`src/pwmsri_map.vh`:
```
// Register map, field positions and reset values of the PWM shadow read-back block
// Notes on behaviour
// - Shadows show settings applied in PWM domain
// - Capture source: four 2-bit fields, reset zero
// - Control bits 21:16 show applied burst enables
// - Control bits 5:0 active levels, reset 3Fh
// - Period shadow 16 bits, reset FFFFh
// - Prescale shadow 16 bits, reset FFFFh
// - Sync delay shadow 16 bits, reset zero
// - Six activation match shadows, reset zero
// - Six deactivation match shadows, reset zero
// - Shadows read-only; reserved bits read zero
// - Two active-high interrupt request outputs
// - Match/capture line and PWM-level line sources
// - PWM-level bits: overflow, transfer, update, trap
// - Match bits: activation 0-5, deactivation 6-11
// - Capture bits 0-3 for channels 0-3
`ifndef PWMSRI_MAP_VH
`define PWMSRI_MAP_VH
`define PWMSRI_CAPSRC_OFF 12'h000
`define PWMSRI_CTRL_OFF 12'h004
`define PWMSRI_PRD_OFF 12'h008
`define PWMSRI_PRESCALE_VALUE_OFF 12'h00C
`define PWMSRI_DLY_OFF 12'h010
`define PWMSRI_ACT_BASE 12'h014
`define PWMSRI_ACT_LAST 12'h028
`define PWMSRI_DEACT_BASE 12'h02C
`define PWMSRI_DEACT_LAST 12'h040
`define PWMSRI_ACT0_OFF 12'h014
`define PWMSRI_ACT1_OFF 12'h018
`define PWMSRI_ACT2_OFF 12'h01C
`define PWMSRI_ACT3_OFF 12'h020
`define PWMSRI_ACT4_OFF 12'h024
`define PWMSRI_ACT5_OFF 12'h028
`define PWMSRI_DEACT0_OFF 12'h02C
`define PWMSRI_DEACT1_OFF 12'h030
`define PWMSRI_DEACT2_OFF 12'h034
`define PWMSRI_DEACT3_OFF 12'h038
`define PWMSRI_DEACT4_OFF 12'h03C
`define PWMSRI_DEACT5_OFF 12'h040
`define PWMSRI_PWM_STAT_OFF 12'h050
`define PWMSRI_PWM_EN_OFF 12'h054
`define PWMSRI_PWM_CLR_OFF 12'h058
`define PWMSRI_MTCH_STAT_OFF 12'h060
`define PWMSRI_MTCH_EN_OFF 12'h064
`define PWMSRI_MTCH_CLR_OFF 12'h068
`define PWMSRI_CAPT_STAT_OFF 12'h070
`define PWMSRI_CAPT_EN_OFF 12'h074
`define PWMSRI_CAPT_CLR_OFF 12'h078
`define PWMSRI_BURST_MSB 21
`define PWMSRI_BURST_LSB 16
`define PWMSRI_LVL_MSB 5
`define PWMSRI_LVL_LSB 0
`define PWMSRI_CAPSRC_RST 8'h00
`define PWMSRI_BURST_RST 6'h00
`define PWMSRI_LVL_RST 6'h3F
`define PWMSRI_PRD_RST 16'hFFFF
`define PWMSRI_PRESCALE_VALUE_RST 16'hFFFF
`define PWMSRI_DLY_RST 16'h0000
`define PWMSRI_MATCH_RST 96'h0
`define PWMSRI_OVF_BIT 0
`define PWMSRI_TD_BIT 1
`define PWMSRI_UD_BIT 2
`define PWMSRI_TRAP_BIT 3
`endif

```
`src/pwmsri_top.v`:
```
// PWM shadow read-back registers and interrupt source mapping with APB slave
`timescale 1ns/1ps
`include "pwmsri_map.vh"

module pwmsri_irq_grp #(
  parameter W = 4
) (
  input wire clk,
  input wire rst_sync_b,
  input wire [W-1:0] set_pulse,
  input wire [W-1:0] clr_bits,
  input wire clr_wr,
  input wire [W-1:0] en_bits,
  output reg [W-1:0] status_q,
  output wire req
);
  wire [W-1:0] status_d;

  // Set wins over a clear in the same cycle so no event is lost
  assign status_d = (status_q & ~(clr_wr ? clr_bits : {W{1'b0}})) | set_pulse;
  assign req = |(status_q & en_bits);

  always @(posedge clk or negedge rst_sync_b) begin
    if (!rst_sync_b) begin
      status_q <= {W{1'b0}};
    end else begin
      status_q <= status_d;
    end
  end
endmodule // pwmsri_irq_grp

module pwmsri_top #(
  parameter ADDR_W = 12,
  parameter NOUT = 6
) (
  // Clock and reset
  input wire clk,
  input wire rst_b,
  // APB slave
  input wire psel,
  input wire penable,
  input wire pwrite,
  input wire [ADDR_W-1:0] paddr,
  input wire [31:0] pwdata,
  output wire pready,
  output reg [31:0] prdata,
  output reg pslverr,
  // Settings as applied in the PWM domain
  input wire [7:0] capture_source_select,
  input wire [NOUT-1:0] burst_enable_mirror,
  input wire [NOUT-1:0] active_level_mirror,
  input wire [15:0] period_mirror,
  input wire [15:0] prescale_mirror,
  input wire [15:0] delay_mirror,
  input wire [16*NOUT-1:0] activation_match_mirror,
  input wire [16*NOUT-1:0] deactivation_match_mirror,
  // Event pulses from the PWM datapath
  input wire overflow_wrap_evt,
  input wire transfer_done_evt,
  input wire update_done_evt,
  input wire trap_emergency_evt,
  input wire [NOUT-1:0] activation_match_evt,
  input wire [NOUT-1:0] deactivation_match_evt,
  input wire [3:0] capture_evt,
  // Interrupt requests
  output wire intreq_capt_match,
  output wire intreq_pwm
);
  reg rst_meta_q;
  reg rst_sync_b;
  reg [7:0] cap_src_q;
  reg [NOUT-1:0] burst_q;
  reg [NOUT-1:0] lvl_q;
  reg [15:0] prd_q;
  reg [15:0] prescale_value_q;
  reg [15:0] dly_q;
  reg [16*NOUT-1:0] act_q;
  reg [16*NOUT-1:0] deact_q;
  reg [3:0] pwm_en_q;
  reg [2*NOUT-1:0] mtch_en_q;
  reg [3:0] capt_en_q;
  reg [31:0] rd_d;
  reg hit_d;
  wire [3:0] pwm_stat;
  wire [2*NOUT-1:0] mtch_stat;
  wire [3:0] capt_stat;
  wire [3:0] pwm_set;
  wire pwm_req;
  wire mtch_req;
  wire capt_req;
  wire setup;
  wire wr_acc;
  wire clr_pwm;
  wire clr_mtch;
  wire clr_capt;

  // Reset release through two flops; assertion stays asynchronous
  always @(posedge clk or negedge rst_b) begin
    if (!rst_b) begin
      rst_meta_q <= 1'b0;
      rst_sync_b <= 1'b0;
    end else begin
      rst_meta_q <= 1'b1;
      rst_sync_b <= rst_meta_q;
    end
  end

  // Shadows follow the applied values every cycle, never the bus-side copies
  // One process per shadow keeps each reset value next to its register
  always @(posedge clk or negedge rst_sync_b) begin
    if (!rst_sync_b) begin
      cap_src_q <= `PWMSRI_CAPSRC_RST;
    end else begin
      cap_src_q <= capture_source_select;
    end
  end

  always @(posedge clk or negedge rst_sync_b) begin
    if (!rst_sync_b) begin
      burst_q <= `PWMSRI_BURST_RST;
    end else begin
      burst_q <= burst_enable_mirror;
    end
  end

  always @(posedge clk or negedge rst_sync_b) begin
    if (!rst_sync_b) begin
      lvl_q <= `PWMSRI_LVL_RST;
    end else begin
      lvl_q <= active_level_mirror;
    end
  end

  always @(posedge clk or negedge rst_sync_b) begin
    if (!rst_sync_b) begin
      prd_q <= `PWMSRI_PRD_RST;
    end else begin
      prd_q <= period_mirror;
    end
  end

  always @(posedge clk or negedge rst_sync_b) begin
    if (!rst_sync_b) begin
      prescale_value_q <= `PWMSRI_PRESCALE_VALUE_RST;
    end else begin
      prescale_value_q <= prescale_mirror;
    end
  end

  always @(posedge clk or negedge rst_sync_b) begin
    if (!rst_sync_b) begin
      dly_q <= `PWMSRI_DLY_RST;
    end else begin
      dly_q <= delay_mirror;
    end
  end

  always @(posedge clk or negedge rst_sync_b) begin
    if (!rst_sync_b) begin
      act_q <= `PWMSRI_MATCH_RST;
    end else begin
      act_q <= activation_match_mirror;
    end
  end

  always @(posedge clk or negedge rst_sync_b) begin
    if (!rst_sync_b) begin
      deact_q <= `PWMSRI_MATCH_RST;
    end else begin
      deact_q <= deactivation_match_mirror;
    end
  end

  // Zero-wait slave: data is latched in setup, so access completes at once
  assign setup = psel & ~penable;
  assign wr_acc = psel & penable & pwrite;
  assign pready = 1'b1;

  // Clear strobes act only at the access edge
  assign clr_pwm = wr_acc && (paddr == `PWMSRI_PWM_CLR_OFF);
  assign clr_mtch = wr_acc && (paddr == `PWMSRI_MTCH_CLR_OFF);
  assign clr_capt = wr_acc && (paddr == `PWMSRI_CAPT_CLR_OFF);

  // Read decode; every unlisted bit stays zero
  always @* begin
    rd_d = 32'h0000_0000;
    hit_d = 1'b1;
    case (paddr)
      `PWMSRI_CAPSRC_OFF: begin
        rd_d[7:0] = cap_src_q;
      end
      `PWMSRI_CTRL_OFF: begin
        rd_d[`PWMSRI_BURST_MSB:`PWMSRI_BURST_LSB] = burst_q;
        rd_d[`PWMSRI_LVL_MSB:`PWMSRI_LVL_LSB] = lvl_q;
      end
      `PWMSRI_PRD_OFF: begin
        rd_d[15:0] = prd_q;
      end
      `PWMSRI_PRESCALE_VALUE_OFF: begin
        rd_d[15:0] = prescale_value_q;
      end
      `PWMSRI_DLY_OFF: begin
        rd_d[15:0] = dly_q;
      end
      `PWMSRI_PWM_STAT_OFF: begin
        rd_d[3:0] = pwm_stat;
      end
      `PWMSRI_PWM_EN_OFF: begin
        rd_d[3:0] = pwm_en_q;
      end
      `PWMSRI_MTCH_STAT_OFF: begin
        rd_d[2*NOUT-1:0] = mtch_stat;
      end
      `PWMSRI_MTCH_EN_OFF: begin
        rd_d[2*NOUT-1:0] = mtch_en_q;
      end
      `PWMSRI_CAPT_STAT_OFF: begin
        rd_d[3:0] = capt_stat;
      end
      `PWMSRI_CAPT_EN_OFF: begin
        rd_d[3:0] = capt_en_q;
      end
      `PWMSRI_PWM_CLR_OFF, `PWMSRI_MTCH_CLR_OFF, `PWMSRI_CAPT_CLR_OFF: begin
        rd_d = 32'h0000_0000;
      end
      // Match slots decoded one by one; no offset arithmetic on the bus path
      `PWMSRI_ACT0_OFF: begin
        rd_d[15:0] = act_q[15:0];
      end
      `PWMSRI_ACT1_OFF: begin
        rd_d[15:0] = act_q[31:16];
      end
      `PWMSRI_ACT2_OFF: begin
        rd_d[15:0] = act_q[47:32];
      end
      `PWMSRI_ACT3_OFF: begin
        rd_d[15:0] = act_q[63:48];
      end
      `PWMSRI_ACT4_OFF: begin
        rd_d[15:0] = act_q[79:64];
      end
      `PWMSRI_ACT5_OFF: begin
        rd_d[15:0] = act_q[95:80];
      end
      `PWMSRI_DEACT0_OFF: begin
        rd_d[15:0] = deact_q[15:0];
      end
      `PWMSRI_DEACT1_OFF: begin
        rd_d[15:0] = deact_q[31:16];
      end
      `PWMSRI_DEACT2_OFF: begin
        rd_d[15:0] = deact_q[47:32];
      end
      `PWMSRI_DEACT3_OFF: begin
        rd_d[15:0] = deact_q[63:48];
      end
      `PWMSRI_DEACT4_OFF: begin
        rd_d[15:0] = deact_q[79:64];
      end
      `PWMSRI_DEACT5_OFF: begin
        rd_d[15:0] = deact_q[95:80];
      end
      default: begin
        hit_d = 1'b0;
      end
    endcase
  end

  // Read data and error latched at setup; held through the access phase
  always @(posedge clk or negedge rst_sync_b) begin
    if (!rst_sync_b) begin
      prdata <= 32'h0000_0000;
      pslverr <= 1'b0;
    end else if (setup) begin
      prdata <= pwrite ? 32'h0000_0000 : rd_d;
      pslverr <= ~hit_d;
    end
  end

  // Enable registers; writes to shadow offsets are dropped
  always @(posedge clk or negedge rst_sync_b) begin
    if (!rst_sync_b) begin
      pwm_en_q <= 4'h0;
    end else if (wr_acc && (paddr == `PWMSRI_PWM_EN_OFF)) begin
      pwm_en_q <= pwdata[3:0];
    end
  end

  always @(posedge clk or negedge rst_sync_b) begin
    if (!rst_sync_b) begin
      mtch_en_q <= {2*NOUT{1'b0}};
    end else if (wr_acc && (paddr == `PWMSRI_MTCH_EN_OFF)) begin
      mtch_en_q <= pwdata[2*NOUT-1:0];
    end
  end

  always @(posedge clk or negedge rst_sync_b) begin
    if (!rst_sync_b) begin
      capt_en_q <= 4'h0;
    end else if (wr_acc && (paddr == `PWMSRI_CAPT_EN_OFF)) begin
      capt_en_q <= pwdata[3:0];
    end
  end

  assign pwm_set[`PWMSRI_OVF_BIT] = overflow_wrap_evt;
  assign pwm_set[`PWMSRI_TD_BIT] = transfer_done_evt;
  assign pwm_set[`PWMSRI_UD_BIT] = update_done_evt;
  assign pwm_set[`PWMSRI_TRAP_BIT] = trap_emergency_evt;

  pwmsri_irq_grp #(.W(4)) u_pwm_grp (
    .clk(clk),
    .rst_sync_b(rst_sync_b),
    .set_pulse(pwm_set),
    .clr_bits(pwdata[3:0]),
    .clr_wr(clr_pwm),
    .en_bits(pwm_en_q),
    .status_q(pwm_stat),
    .req(pwm_req)
  );

  pwmsri_irq_grp #(.W(2*NOUT)) u_mtch_grp (
    .clk(clk),
    .rst_sync_b(rst_sync_b),
    .set_pulse({deactivation_match_evt, activation_match_evt}),
    .clr_bits(pwdata[2*NOUT-1:0]),
    .clr_wr(clr_mtch),
    .en_bits(mtch_en_q),
    .status_q(mtch_stat),
    .req(mtch_req)
  );

  pwmsri_irq_grp #(.W(4)) u_capt_grp (
    .clk(clk),
    .rst_sync_b(rst_sync_b),
    .set_pulse(capture_evt),
    .clr_bits(pwdata[3:0]),
    .clr_wr(clr_capt),
    .en_bits(capt_en_q),
    .status_q(capt_stat),
    .req(capt_req)
  );

  // Match and capture share one line; PWM-level events use the other
  assign intreq_capt_match = mtch_req | capt_req;
  assign intreq_pwm = pwm_req;
endmodule // pwmsri_top

```
`config.mk`:
```
export PLATFORM = sky130hd
export DESIGN_NAME = pwmsri_top
export DESIGN_NICKNAME = d
export VERILOG_FILES = /design/src/pwmsri_top.v
export VERILOG_INCLUDE_DIRS = /design/src
export SDC_FILE = /design/constraint.sdc
export NUM_CORES = 1
export LEC_CHECK = 0
export BUFFER_PORTS_ARGS = -buffer_cell sky130_fd_sc_hd__clkbuf_2
export CORE_MARGIN = 1.5
export CORE_UTILIZATION = 50
export CTS_CLUSTER_SIZE = 16
export DETAILED_ROUTE_END_ITERATION = 16
export PLACE_DENSITY = 0.79
export SYNTH_ARGS = -nofsm -noshare
export SYNTH_HDL_FRONTEND = slang
export SYNTH_SLANG_ARGS = --single-unit
```
`constraint.sdc`:
```
create_clock -name clk -period 30.2 [get_ports clk]
set_clock_uncertainty 0.1 [all_clocks]
set_input_delay 1.51 -clock clk [delete_from_list [all_inputs] [get_ports clk]]
set_output_delay 1.51 -clock clk [all_outputs]
set_load 0.01 [all_outputs]
```
Word-level counts from Yosys, hierarchy flattened --
Cells that the tools add are included.
Word-level totals: flip-flop bits (word level) 335, input bits 329, output and inout port bits 36
Operators by class: eq/ne operators 25, muxes and demuxes 11, bitwise gates (word level) 18, reductions and logical operators 11
Operator list (count):
- equality test 12 x 7 -> 1 bit (second input constant) | 10
- equality test 12 x 6 -> 1 bit (second input constant) | 8
- case mux 4 bit (23 select lines) | 1
- case mux 4 bit (17 select lines) | 1
- case mux 4 bit (15 select lines) | 1
- equality test 12 x 5 -> 1 bit (second input constant) | 4
- case mux 2 bit (19 select lines) | 1
- case mux 2 bit (18 select lines) | 1
- OR reduction 26 bit | 1
- bitwise AND 12 bit | 2
- equality test 12 x 4 -> 1 bit (second input constant) | 2
- 2-to-1 mux 22 bit | 1
- bitwise AND 4 bit | 4
- equality test 12 x 3 -> 1 bit (second input constant) | 1
- zero test 12 bit | 1
- 2-to-1 mux 12 bit | 1
- NOT 12 bit | 1
- OR 12 bit | 1
- OR reduction 12 bit | 1
- 2-to-1 mux 4 bit | 2
- NOT 4 bit | 2
- OR 4 bit | 2
- OR reduction 4 bit | 2
- logical AND 1 bit | 6
- 5 further kinds | 8

Longest topological paths before layout --
Gate-level depths: netlist of run 1.
depth after elaboration 7, depth in mapped cells 10

Cells and area by module --
From an unflattened synthesis of run 1, not the netlist that was laid out.
Second synthesis, totals: cell total of the unflattened synthesis 895, area total of the unflattened synthesis 12094.1 sq um
Modules (own cells, without submodules):
- pwmsri_top | instances 1, cells an instance 821, area each 11249.5 sq um
- pwmsri_irq_grp at u_mtch_grp | instances 1, cells an instance 44, area each 516.7 sq um
- pwmsri_irq_grp at u_capt_grp ... | instances 2, cells an instance 15, area each 163.9 sq um

Worst setup path after synthesis of run 1 --
No wires, ideal clock.
path type input -> register, from in paddr[4], to reg prdata[5], library setup time 0.121 ns, arrival time 3.101 ns, required time 29.979 ns, slack 26.878 ns, cell stages on the path 9, path buffers 4, cell sequence buf_2 > buf_4 > buf_2 > buf_2 > mux2i_1 > nor3_1 > o31ai_1 > o2111ai_1 > a22o_1
On the way: word-level cells in the longest chain between the ends 3, elaborated cells between the ends (all ways) 21
RTL lines:
- start: declaration | RTL line pwmsri_top.v:43 | input wire [ADDR_W-1:0] paddr,
- equality test 12 x 7 -> 1 bit, or another cell as far along | RTL line pwmsri_top.v:188 | case (paddr)
- case mux 2 bit (19 select lines) (*) | RTL line pwmsri_top.v:188
- 2-to-1 mux 22 bit (*) | RTL line pwmsri_top.v:275 | prdata <= pwrite ? 32'h0000_0000 : rd_d;
- end signal: assignment | RTL line pwmsri_top.v:275
- end: declaration | RTL line pwmsri_top.v:46 | output reg [31:0] prdata,
Mark *: on every way between the ends. The rest lies on a longest branch, timed or not. A chain may end at the register's enable or synchronous reset.

Worst setup path in the final report of run 1 --
from in paddr[3], to reg prdata[3]
On the way: word-level cells in the longest chain between the ends 3, elaborated cells between the ends (all ways) 25
RTL lines (RTL line):
- equality test 12 x 7 -> 1 bit, or another cell as far along | pwmsri_top.v:188
- case mux 4 bit (23 select lines) (*) | pwmsri_top.v:188
- 2-to-1 mux 22 bit (*) | pwmsri_top.v:275
Marks and branches as above.

==> results by group, run 1 <==
Synth
  – Post-synthesis simple-gate area fraction: 0.102
  – Largest family of logic cells by synthesized area: compound AO/OA/AOI/OAI gates
  – Post-Synth Adder-Cell Area: 0
  – Most frequent cells after synthesis: dfrtp_1, nand2_1, a22oi_1
  – Register bit total from synthesis: 325
  – YS warnings: 0
  – Mean Syn Cell Area: 13.5 sq um
  – Asr flop ratio synth: 1.00
  – Multiplexer share of the synthesized area: 0.0624
  – Post-synthesis compound-gate area fraction: 0.137
  – Top cell type's share of synthesized area: 0.588
  – Cells after synthesis: 907
  – Top-count cell post-synth: dfrtp_1
  – Yosys top cell by area: dfrtp_1
  – Synth top area cells: dfrtp_1, dfstp_2, a22oi_1, mux2i_1, mux2_2
  – Number of synthesized flops with an enable pin: 0
  – Post-synthesis xor/xnor area fraction: 0
  – Sequential cell area fraction in the yosys report: 0.670
  – Synth Flop Type: dfrtp_1
  – Cell variety after synth: approximately 70
  – Post-synthesis instance area: ~12000 sq um

Clocking
  – Clk buf depth: 3
  – Total CTS buffers: 34
  – Total setup buffers inserted after CTS: 0
  – Root Buffer: clkbuf_16
  – # hold bufs at CTS: 0
  – Sink Count: 325
  – CTS tree: done
  – Clk Latency, worst-skew pair: roughly 520 ps
  – Clk slew on worst S/H paths: 60 ps
  – H-tree Lvls: 2
  – Post_cts resized: 0

Worst setup path
  – Worst path max stage delay: 880 ps
  – Worst setup EP type: register
  – Kind of critical path: primary input to register
  – Cell family with most CP delay: simple AND/OR/NAND/NOR gates
  – Crit-path cells: clkbuf_2 -> nor4_4 -> buf_4 -> nand2_1 -> nor2_1 -> a32oi_1 -> and4_1 -> o21ai_1
  – WP data arrival: 4310 ps
  – Critical path buffers and inverters: 2
  – Crit path launch type: primary input
  – Crit-path max FO: 25
  – Critical Path RT: 30530 ps
  – CP max stage cell: nor4_4

Floorplanning
  – # IOs: ~370
  – Number of core rows: 57
  – Die area: about 25000 sq um
  – Core Region: 24100 sq um
  – Die width: between 150 and 200 um
  – Initial core utilization: 0.507
  – Die height: 159 um

Route
  – WL/cell: between 20 and 25 um
  – Antenna Nets Post-Route: 0
  – Vias per cell: 5.83
  – Post-route DRC: 0
  – Initial DRC count: 1035
  – DRT Wirelength: just under 40 mm
  – Vias: 9260
  – First-pass detailed-route iteration total: 6

Power
  – Leakage: a little under 7 nW
  – Max VDD drop: approximately 0.044 mV
  – Total power: 972 uW
  – Power per Cell Area: 63.2 nW/um^2

Run
  – Max Cap Viol: 0

Placed design
  – Pre-CTS setup slack: 25730 ps
  – I/O Buffers: 333
  – Routability cong.: 0.933
  – Final HPWL DP: between 20 and 30 mm

Timing
  – Post-layout min period: 3980 ps
  – Fin. max-slew vios: 0
  – Tcrit/Tclk final: 0.132
  – FMAX: around 250 MHz
  – Slew @ Worst Pin: between 1000 and 1500 ps
  – Rel. slew slack: 0.304
  – Unrepaired setup endpoints after global routing: no
  – Setup TNS: 0 ps
  – Final hold vios: 0
  – Final worst slack: 26220 ps
  – Final setup violating endpoints: 0

Finish
  – Flip-flop and latch area: 8180 sq um
  – Fillcell total: 1837
  – Diodes inserted: 0
  – Area of the multi-input gates: 3760 sq um
  – Area delta synth->final: 26.0%
  – Final #Nets: 1566
  – Ratio of cells with drive above 1 in the final layout: 0.401

GRT
  – GRT overflow: 0
  – Initial antenna violation count: 1
  – GRT Util Overall: 0.314
  – First-pass GRT wire length: around 59 mm
  – Largest net degree at the start of global routing: 84
  – Vias in the first global route: 9652

Worst hold path
  – HP Class: register to register

Status
  – Status: completed
per-layer routing:
metal  routed length, um  global-route usage  vias up
met5                  13                   0        -
met4                1370               0.116        2
met3                3410              0.0685       90
met2               19000               0.506      528
met1               15700               0.420     4633
li1                    -                   -     4007
final cells by class:
cell class	instances	share of cell area
Clock inverter	11	0.0129
Sequential cell	325	0.532
Multi-Input combinational cell	524	0.245
Tap cell	324	0.0264
Clock buffer	51	0.0673
Inverter	3	0.000732
Timing Repair Buffer	349	0.116
report_power, final:
group	internal, mW	switching, mW	leakage [nW]	total (mW)
registers	0.455	0.00765	3.78	0.463
logic	0.0238	0.0347	2.53	0.0586
clock network	0.281	0.169	0.610	0.450
total	0.760	0.212	6.92	0.972
placed cells by master (no fill, tap or decap), types with 5 or more instances in the layout:
cell and instances:
nand2b_1 5, nand4_1 10, nand3_1 27, o22ai_1 14
nand2_1 62, mux2i_1 39, clkbuf_1 5, clkbuf_16 34
buf_4 16, nor3_1 19, nor2b_1 8, o21ai_0 24
o32ai_1 6, clkbuf_2 333, nor2_1 30, conb_1 12
nor4_1 5, a32oi_1 6, a22o_1 20, nor4_2 5
a21o_1 22, a31oi_1 7, bufinv_16 5, a22oi_1 53
a221oi_1 13, a21oi_1 17, o2bb2ai_1 6, a222oi_1 6
mux2_2 31, dfstp_2 38, clkbuf_8 12, dfrtp_1 286
flip-flops by register name (all words and copies together) (netlist names), 6 cells and up:
register / count
prd_q: 16
lvl_q: 6
deact_q: 96
dly_q: 16
cap_src_q: 8
burst_q: 6
act_q: 96
mtch_en_q: 12
prdata: 22
prescale_value_q: 16
u_mtch_grp.status_q: 12
path summary, 6_finish.rpt:
path                                            from                     end  slack, ps  depth (start not counted)
worst min register to register  rst_meta_q$_DFF_PN0_    rst_sync_b$_DFF_PN0_        250                          0
worst max-delay path                        paddr[3]   prdata[3]$_DFFE_PN0P_      26220                          8
min in group asynchronous       rst_sync_b$_DFF_PN0_     act_q[47]$_DFF_PN0_        390                          0
max in group asynchronous       rst_sync_b$_DFF_PN0_  cap_src_q[0]$_DFF_PN0_      27110                          2
worst min-delay path            rst_meta_q$_DFF_PN0_    rst_sync_b$_DFF_PN0_        250                          0
worst max register to register  rst_sync_b$_DFF_PN0_  cap_src_q[0]$_DFF_PN0_      27110                          2
through the flow:
step                 util  instances  hold slack, ps  instance area [sq um]
detailed placement  0.587       1525             242                  14100
floorplan               -        917             231                  12200
global placement    0.587       1525             237                  14100
global route        0.638       1587             265                  15400
CTS                 0.638       1587             255                  15400
finish              0.638       1587             252                  15400
cells by family (layout without fill, tap and decap cells):
logic type,count (synthesis),after routing
buf+inv,68,414
flops,325,325
other cells,2,12
simple gates,215,215
mux,71,71
compound gates,226,226
worst register-to-register path, delay by kind of cell, from the launching register on:
family / cells / cell delay [ps]
buf+inv: 2 / 1830
flops: 1 / 1070
(Power assumes the default switching activity.)
==> inputs of run 2 (changes only) <==
--- a/config.mk
+++ b/config.mk
@@ -6,6 +6,7 @@
 export SDC_FILE = /design/constraint.sdc
 export NUM_CORES = 1
 export LEC_CHECK = 0
+export ABC_AREA = 1
 export BUFFER_PORTS_ARGS = -buffer_cell sky130_fd_sc_hd__clkbuf_2
 export CORE_MARGIN = 1.5
 export CORE_UTILIZATION = 50
==> constraint.sdc (replaced) <==
create_clock -name clk -period 3.7 [get_ports clk]
set_clock_uncertainty 0.1 [all_clocks]
set_input_delay 0.185 -clock clk [delete_from_list [all_inputs] [get_ports clk]]
set_output_delay 0.185 -clock clk [all_outputs]
set_load 0.01 [all_outputs]
==> run 2 against run 1 <==
Compared with the run above: final area grew 21%; first-iteration DRC count grew 20%; sequential share of layout area shrank 9.4 points; worst hold slack lost 240 ps; register-to-register slack lost 25000 ps; critical endpoint is now u_mtch_grp.status_q[7]$_DFF_PN0_.
==> results by group, run 2 <==
Status
  – Status: completed

Power
  – Net Switching: 1.82 mW (+760%)
  – Switching share of total power: 0.228 (+0.0104)
  – Leakage: 9.38 nW (+36%)
  – Sequential share of power: 0.476 (about the same)
  – Clock network fraction of total power: 0.445 (-0.018)
  – Internal power of the cells: 6.15 mW (+710%)
  – Power share of the combinational group: 0.079 (+0.019)
  – Max VDD drop: 0.329 mV (+640%)
  – Power per Cell Area: 427 nW/um^2 (+580%)

Synth
  – Cell variety after synth: 31 (-56%)
  – Most frequent cells after synthesis: nand2_1, dfrtp_1, nand3_1
  – Post-synthesis instance area: 12400 sq um (+1.9%)
  – Synth Flop Type: dfrtp_1
  – Register bit total from synthesis: 325 (unchanged)
  – Number of synthesized flops with an enable pin: 0 (unchanged)
  – YS warnings: 0 (unchanged)
  – Sequential cell area fraction in the yosys report: 0.657 (-0.0127)
  – Asr flop ratio synth: 1.00 (unchanged)
  – Cells after synthesis: 1276 (+41%)
  – Top-count cell post-synth: nand2_1
  – Mean Syn Cell Area: 9.75 sq um (-28%)
  – Yosys top cell by area: dfrtp_1
  – Synth top area cells: dfrtp_1, nand2_1, dfstp_2, nand3_1, nor2_1
  – Top cell type's share of synthesized area: 0.577 (-0.0111)

Placed design
  – Post-DP Area: 14400 sq um (+2.0%)
  – I/O Buffers: 333 (unchanged)
  – Final HPWL DP: 27.3 mm (-3.2%)
  – Pre-CTS setup slack: 1080 ps (-24650 ps)
  – Routability cong.: 0.904 (-3.1%)

Route
  – Vias: 12800 (+38%)
  – First-pass detailed-route iteration total: 6 (unchanged)
  – Antenna Nets Post-Route: 0 (unchanged)
  – Vias per cell: 5.60 (-4.1%)
  – Post-route DRC: 0 (unchanged)
  – WL/cell: 22.2 um (-11%)
  – DRT Wirelength: 50.7 mm (+28%)
  – Initial DRC count: 1241 (+20%)

Floorplanning
  – Core Region: 24400 sq um (+1.2%)
  – Die area: 25800 sq um (+1.9%)
  – Number of core rows: 57 (unchanged)
  – Die width: 161 um (+0.94%)
  – Initial core utilization: 0.510 (+0.00372)
  – Die height: 161 um (+0.94%)
  – # IOs: 365 (unchanged)

Finish
  – Biggest regs: act_q (96), deact_q (96), prdata (22)
  – Area of the multi-input gates: 3720 sq um (-1.1%)
  – Commonest cells after routing, fill and taps aside: nand2_1, clkbuf_2, dlygate4sd3_1
  – Cell area after layout: 18700 sq um (+21%)
  – Commonest non-fill, non-tap cell in the layout: nand2_1
  – Fillcell total: 1449 (-21%)
  – Final #Nets: 2259 (+44%)
  – Ratio of cells with drive above 1 in the final layout: 0.242 (-0.160)
  – Flip-flop and latch area: 8180 sq um (unchanged)
  – Area delta synth->final: 50.1%

Run
  – Max Cap Viol: 0 (unchanged)

Timing
  – Fin. max-slew vios: 0 (unchanged)
  – FMAX: 377 MHz
  – Rel. slew slack: 0.353 (+0.0490)
  – Post-layout min period: 2650 ps
  – Final hold vios: 0 (unchanged)
  – Fin Hold WS: 11.3 ps (-241 ps)
  – Setup TNS: 0 ps (unchanged)
  – Slew @ Worst Pin: 970 ps (-73.5 ps)
  – Unrepaired setup endpoints after global routing: no
  – Tcrit/Tclk final: 0.716
  – Final worst slack: 1050 ps (-25170 ps)
  – Final setup violating endpoints: 0 (unchanged)

GRT
  – GRT Util Overall: 0.397 (+0.0837)
  – First-pass GRT wire length: 76.7 mm (+31%)
  – Initial antenna violation count: 7 (+6)
  – Largest net degree at the start of global routing: 69 (-18%)
  – GRT overflow: 0 (unchanged)
  – Vias in the first global route: 13800 (+43%)

Worst hold path
  – HP Class: primary input to register
  – Hold wc startpoint: penable

Worst setup path
  – Worst setup EP type: register
  – Kind of critical path: primary input to register
  – Crit-path max FO: 12 (-52%)
  – Worst setup path startpoint: pwrite
  – Crit path launch type: primary input
  – Critical Path RT: 3990 ps (-26540 ps)
  – Origin of the critical flop-to-flop path: deact_q[2]$_DFF_PN0_
  – WP data arrival: 2940 ps (-1370 ps)

Clocking
  – # hold bufs at CTS: 307 (+307)
  – Total CTS buffers: 34 (unchanged)
  – Root Buffer: clkbuf_16
  – Clk Latency, worst-skew pair: 520 ps (about the same)
  – Clk buf depth: 3 (unchanged)
  – Clk slew on worst S/H paths: 70 ps (about the same)
  – CTS tree: done
  – Sink Count: 325 (unchanged)
  – H-tree Lvls: 2 (unchanged)
  – Post_cts resized: 0 (unchanged)
  – Total setup buffers inserted after CTS: 0 (unchanged)
-- run 2: cell types whose count changed in the layout (fill, tap and decap cells not counted), moves of 15 or more --
cell / before / now
a22o_1: 20 / 5
nand2_1: 62 / 386
a21o_1: 22 / 0
inv_1: 3 / 75
dlygate4sd3_1: 0 / 307
nand4_1: 10 / 36
nor2_1: 30 / 117
mux2_2: 31 / 0
a22oi_1: 53 / 0
mux2i_1: 39 / 0
nand3_1: 27 / 182
-- run 2: final timing paths --
| check | end | slack (ps) | cells after the start |
|---|---|---|---|
| max | u_mtch_grp.status_q[7]$_DFF_PN0_ | 1050 | 8 |
| min | prdata[7]$_DFFE_PN0P_ | 10 | 4 |
| max reg2reg | prdata[2]$_DFFE_PN0P_ | 1910 | 8 |
| min reg2reg | rst_sync_b$_DFF_PN0_ | 320 | 0 |
| max in group asynchronous | prescale_value_q[7]$_DFF_PN1_ | 2170 | 1 |
| min in group asynchronous | act_q[87]$_DFF_PN0_ | 400 | 0 |
-- run 2: per-layer routing --
layer | global-route usage | share of wire | up-vias
met5 | 0 | 0.00020 | -
met4 | 0.282 | 0.075 | 2
met3 | 0.0948 | 0.092 | 288
met2 | 0.665 | 0.49 | 996
met1 | 0.449 | 0.35 | 6107
li1 | - | - | 5406
-- run 2: power groups by stage --
| stage | clock (mW) | combinational, mW | sequential [mW] |
|---|---|---|---|
| finish | 3.55 | 0.626 | 3.79 |
| global route | 3.71 | 0.664 | 3.80 |
| CTS | 3.50 | 0.589 | 3.78 |
| detailed placement | 0 | 0.334 | 3.84 |
| global placement | 0 | 0.329 | 3.84 |
| floorplan | 0 | 0.0781 | 3.86 |
-- run 2: cell type report --
class | instances | area share
inverters | 81 | 0.0163
repair buffers | 654 | 0.262
clock buffers | 51 | 0.0556
well taps | 324 | 0.0217
diodes | 7 | 0.000938
flip-flops and latches | 325 | 0.438
multi-input cells | 834 | 0.199
clock inverters | 11 | 0.00596
-- run 2: cells by family (layout without fill, tap and decap cells) --
| family | Yosys count | in the layout | share of synthesized area |
|---|---|---|---|
| flip-flops | 325 | 325 | 0.657 |
| AND/OR/NAND/NOR | 758 | 758 | 0.265 |
| other | 2 | 19 | 0.000603 |
| buffers and inverters | 127 | 797 | 0.0468 |
| AO/OA/AOI/OAI | 64 | 64 | 0.0308 |
-- run 2: stage by stage --
stage | instances | power [mW] | util
floorplan | 1286 | 3.94 | -
global placement | 1911 | 4.17 | 0.592
detailed placement | 1911 | 4.18 | 0.592
CTS | 2280 | 7.88 | 0.765
global route | 2286 | 8.18 | 0.766
finish | 2287 | 7.97 | 0.766
-- run 2: critical path: stages --
cell	delay, ps
dlygate4sd3_1	570
clkbuf_2	190
nand2_1	60
nor2_1	440
nand3_2	450
o21ai_0	380
nand2_1	90
dlygate4sd3_1	570
==> inputs of run 3 (changes only) <==
==> constraint.sdc (replaced) <==
create_clock -name clk -period 2.65 [get_ports clk]
set_clock_uncertainty 0.1 [all_clocks]
set_input_delay 0.1325 -clock clk [delete_from_list [all_inputs] [get_ports clk]]
set_output_delay 0.1325 -clock clk [all_outputs]
set_load 0.01 [all_outputs]
==> run 3 against run 2 <==
Compared with the run above: via count hardly changed; flip-flop and latch count stayed put; register-to-register slack worse by 850 ps; critical path depth stayed put; wire length is 1.9% higher; total power is 39% higher; largest cell class unchanged; global-route usage is 1.0 points higher; final area is 1.0% higher; non-clock buffer count is 27 higher; sequential share of layout area is 0.44 points lower.
==> results by group, run 3 (same netlist as run 2, synthesis figures left out) <==
Status
  – Status: completed

Worst setup path
  – WP data arrival: 2740 ps (-200 ps)
  – Kind of critical path: primary input to register
  – Critical Path RT: 2930 ps (-1060 ps)
  – Crit-path max FO: 12 (unchanged)
  – Crit path launch type: primary input
  – Worst setup EP type: register

Power
  – Max VDD drop: 0.540 mV (+64%)
  – Total power: 11.0 mW (+39%)
  – Power per Cell Area: 585 nW/um^2 (+37%)
  – Leakage: 9.48 nW (+1.0%)

Clocking
  – Total setup buffers inserted after CTS: 0 (unchanged)
  – Clk buf depth: 3 (unchanged)
  – Post_cts resized: 0 (unchanged)
  – Sink Count: 325 (unchanged)
  – Clk Latency, worst-skew pair: 520 ps (about the same)
  – Clk slew on worst S/H paths: 70 ps (about the same)
  – # hold bufs at CTS: 315 (+2.6%)
  – CTS tree: done
  – Total CTS buffers: 34 (unchanged)
  – Root Buffer: clkbuf_16
  – H-tree Lvls: 2 (unchanged)

Floorplanning
  – Core Region: 24400 sq um (unchanged)
  – # IOs: 365 (unchanged)
  – Die height: 161 um (unchanged)
  – Number of core rows: 57 (unchanged)
  – Die area: 25800 sq um (unchanged)
  – Die width: 161 um (unchanged)
  – Initial core utilization: 0.510 (unchanged)

Timing
  – FMAX: 406 MHz
  – Rel. slew slack: 0.484 (+0.131)
  – Unrepaired setup endpoints after global routing: no
  – Setup TNS: 0 ps (unchanged)
  – Slew @ Worst Pin: 773 ps (-198 ps)
  – Final hold vios: 0 (unchanged)
  – Post-layout min period: between 2000 and 2500 ps
  – Tcrit/Tclk final: 0.930
  – Final setup violating endpoints: 0 (unchanged)
  – Fin. max-slew vios: 0 (unchanged)

Placed design
  – Routability cong.: 0.909 (+0.62%)
  – Final HPWL DP: 27.8 mm (+1.8%)
  – I/O Buffers: 333 (unchanged)

GRT
  – Vias in the first global route: 13600 (-1.1%)
  – Largest net degree at the start of global routing: 59 (-14%)
  – GRT Util Overall: 0.408 (+0.0104)
  – Initial antenna violation count: 11 (+4)
  – GRT overflow: 0 (unchanged)
  – First-pass GRT wire length: 78.0 mm (+1.8%)

Route
  – WL/cell: 22.3 um (+0.61%)
  – Highest routed layer: met5
  – Antenna Nets Post-Route: 0 (unchanged)
  – Initial DRC count: 1213 (-2.3%)
  – First-pass detailed-route iteration total: 6 (unchanged)
  – DR WL met2: 25.2 mm (+2.2%)
  – Metal3 WL: 5.26 mm (+12%)
  – DRT Wirelength: 51.6 mm (+1.9%)
  – Vias per cell: 5.52 (-1.3%)
  – Post-route DRC: 0 (unchanged)
  – Metal-1 WL: 17.6 mm (+0.34%)
  – Vias: 12800 (-0.047%)

Finish
  – Commonest cells after routing, fill and taps aside: nand2_1, clkbuf_2, dlygate4sd3_1
  – Commonest non-fill, non-tap cell in the layout: nand2_1
  – Area delta synth->final: 51.6%
  – Ratio of cells with drive above 1 in the final layout: 0.248 (+0.00641)
  – Final core occ: 0.774 (+0.00780)
  – Final #Nets: 2286 (+1.2%)
  – Biggest regs: act_q (96), deact_q (96), prdata (22)

Run
  – Max Cap Viol: 0 (unchanged)

Worst hold path
  – HP Class: primary input to register
## run 3: cell types whose count changed in the layout (fill, tap and decap cells not counted), sizes merged
cell         change
buf             +19
dlygate4sd3      +8
clkbuf           -3
diode            +3
clkinv           +1
inv              +1
## run 3: final timing paths
check / from / slack [ps] / cells after the start / end
max in group asynchronous: rst_sync_b$_DFF_PN0_ / 1280 / 2 / prd_q[4]$_DFF_PN1_
setup reg to reg: act_q[41]$_DFF_PN0_ / 1060 / 6 / prdata[9]$_DFFE_PN0P_
setup / recovery: pwrite / 190 / 8 / u_mtch_grp.status_q[2]$_DFF_PN0_
hold / removal: psel / 50 / 6 / prdata[7]$_DFFE_PN0P_
hold reg to reg: rst_sync_b$_DFF_PN0_ / 240 / 0 / act_q[46]$_DFF_PN0_
min in group asynchronous: rst_sync_b$_DFF_PN0_ / 240 / 0 / act_q[46]$_DFF_PN0_
## run 3: cell type report
type                            instances  area, sq um
Fill cell                            1479         5520
Sequential cell                       325         8180
Inverter                               81          304
Clock inverter                         13          125
Multi-Input combinational cell        834         3720
Tap cell                              324          405
Timing Repair Buffer                  681         5120
Clock buffer                           48          985
Antenna cell                           10         25.0
## run 3: per-stage QoR
step | instance area [sq um] | setup slack [ps] | cells | hold slack (ps)
after global routing | 18900 | 96.4 | 2314 | 69.9
final | 18900 | 186 | 2316 | 50.7
after detailed placement | 14600 | 346 | 1930 | -177
after CTS | 18800 | 368 | 2306 | 28.4
after global placement | 14600 | 445 | 1930 | -179
after floorplan | 12500 | -651 | 1286 | -263
## run 3: critical path, stage by stage
cell	delay [ps]
dlygate4sd3_1	560
clkbuf_2	170
nand2_1	60
nor2_1	360
nand3_2	440
o21ai_0	340
nand2_1	90
dlygate4sd3_1	580
## run 3: report_power, final
part | internal (mW) | total [mW] | leakage (nW) | switching (mW)
Combinational | 0.491 | 0.909 | 5.14 | 0.418
Sequential | 5.19 | 5.29 | 3.78 | 0.104
Clock | 2.80 | 4.84 | 0.552 | 2.04
Total | 8.48 | 11.0 | 9.48 | 2.56
## run 3: layer usage
layer	track usage	vias up
met5	0	-
met4	0.250	2
met2	0.687	999
met3	0.108	284
li1	-	5470
met1	0.466	6038
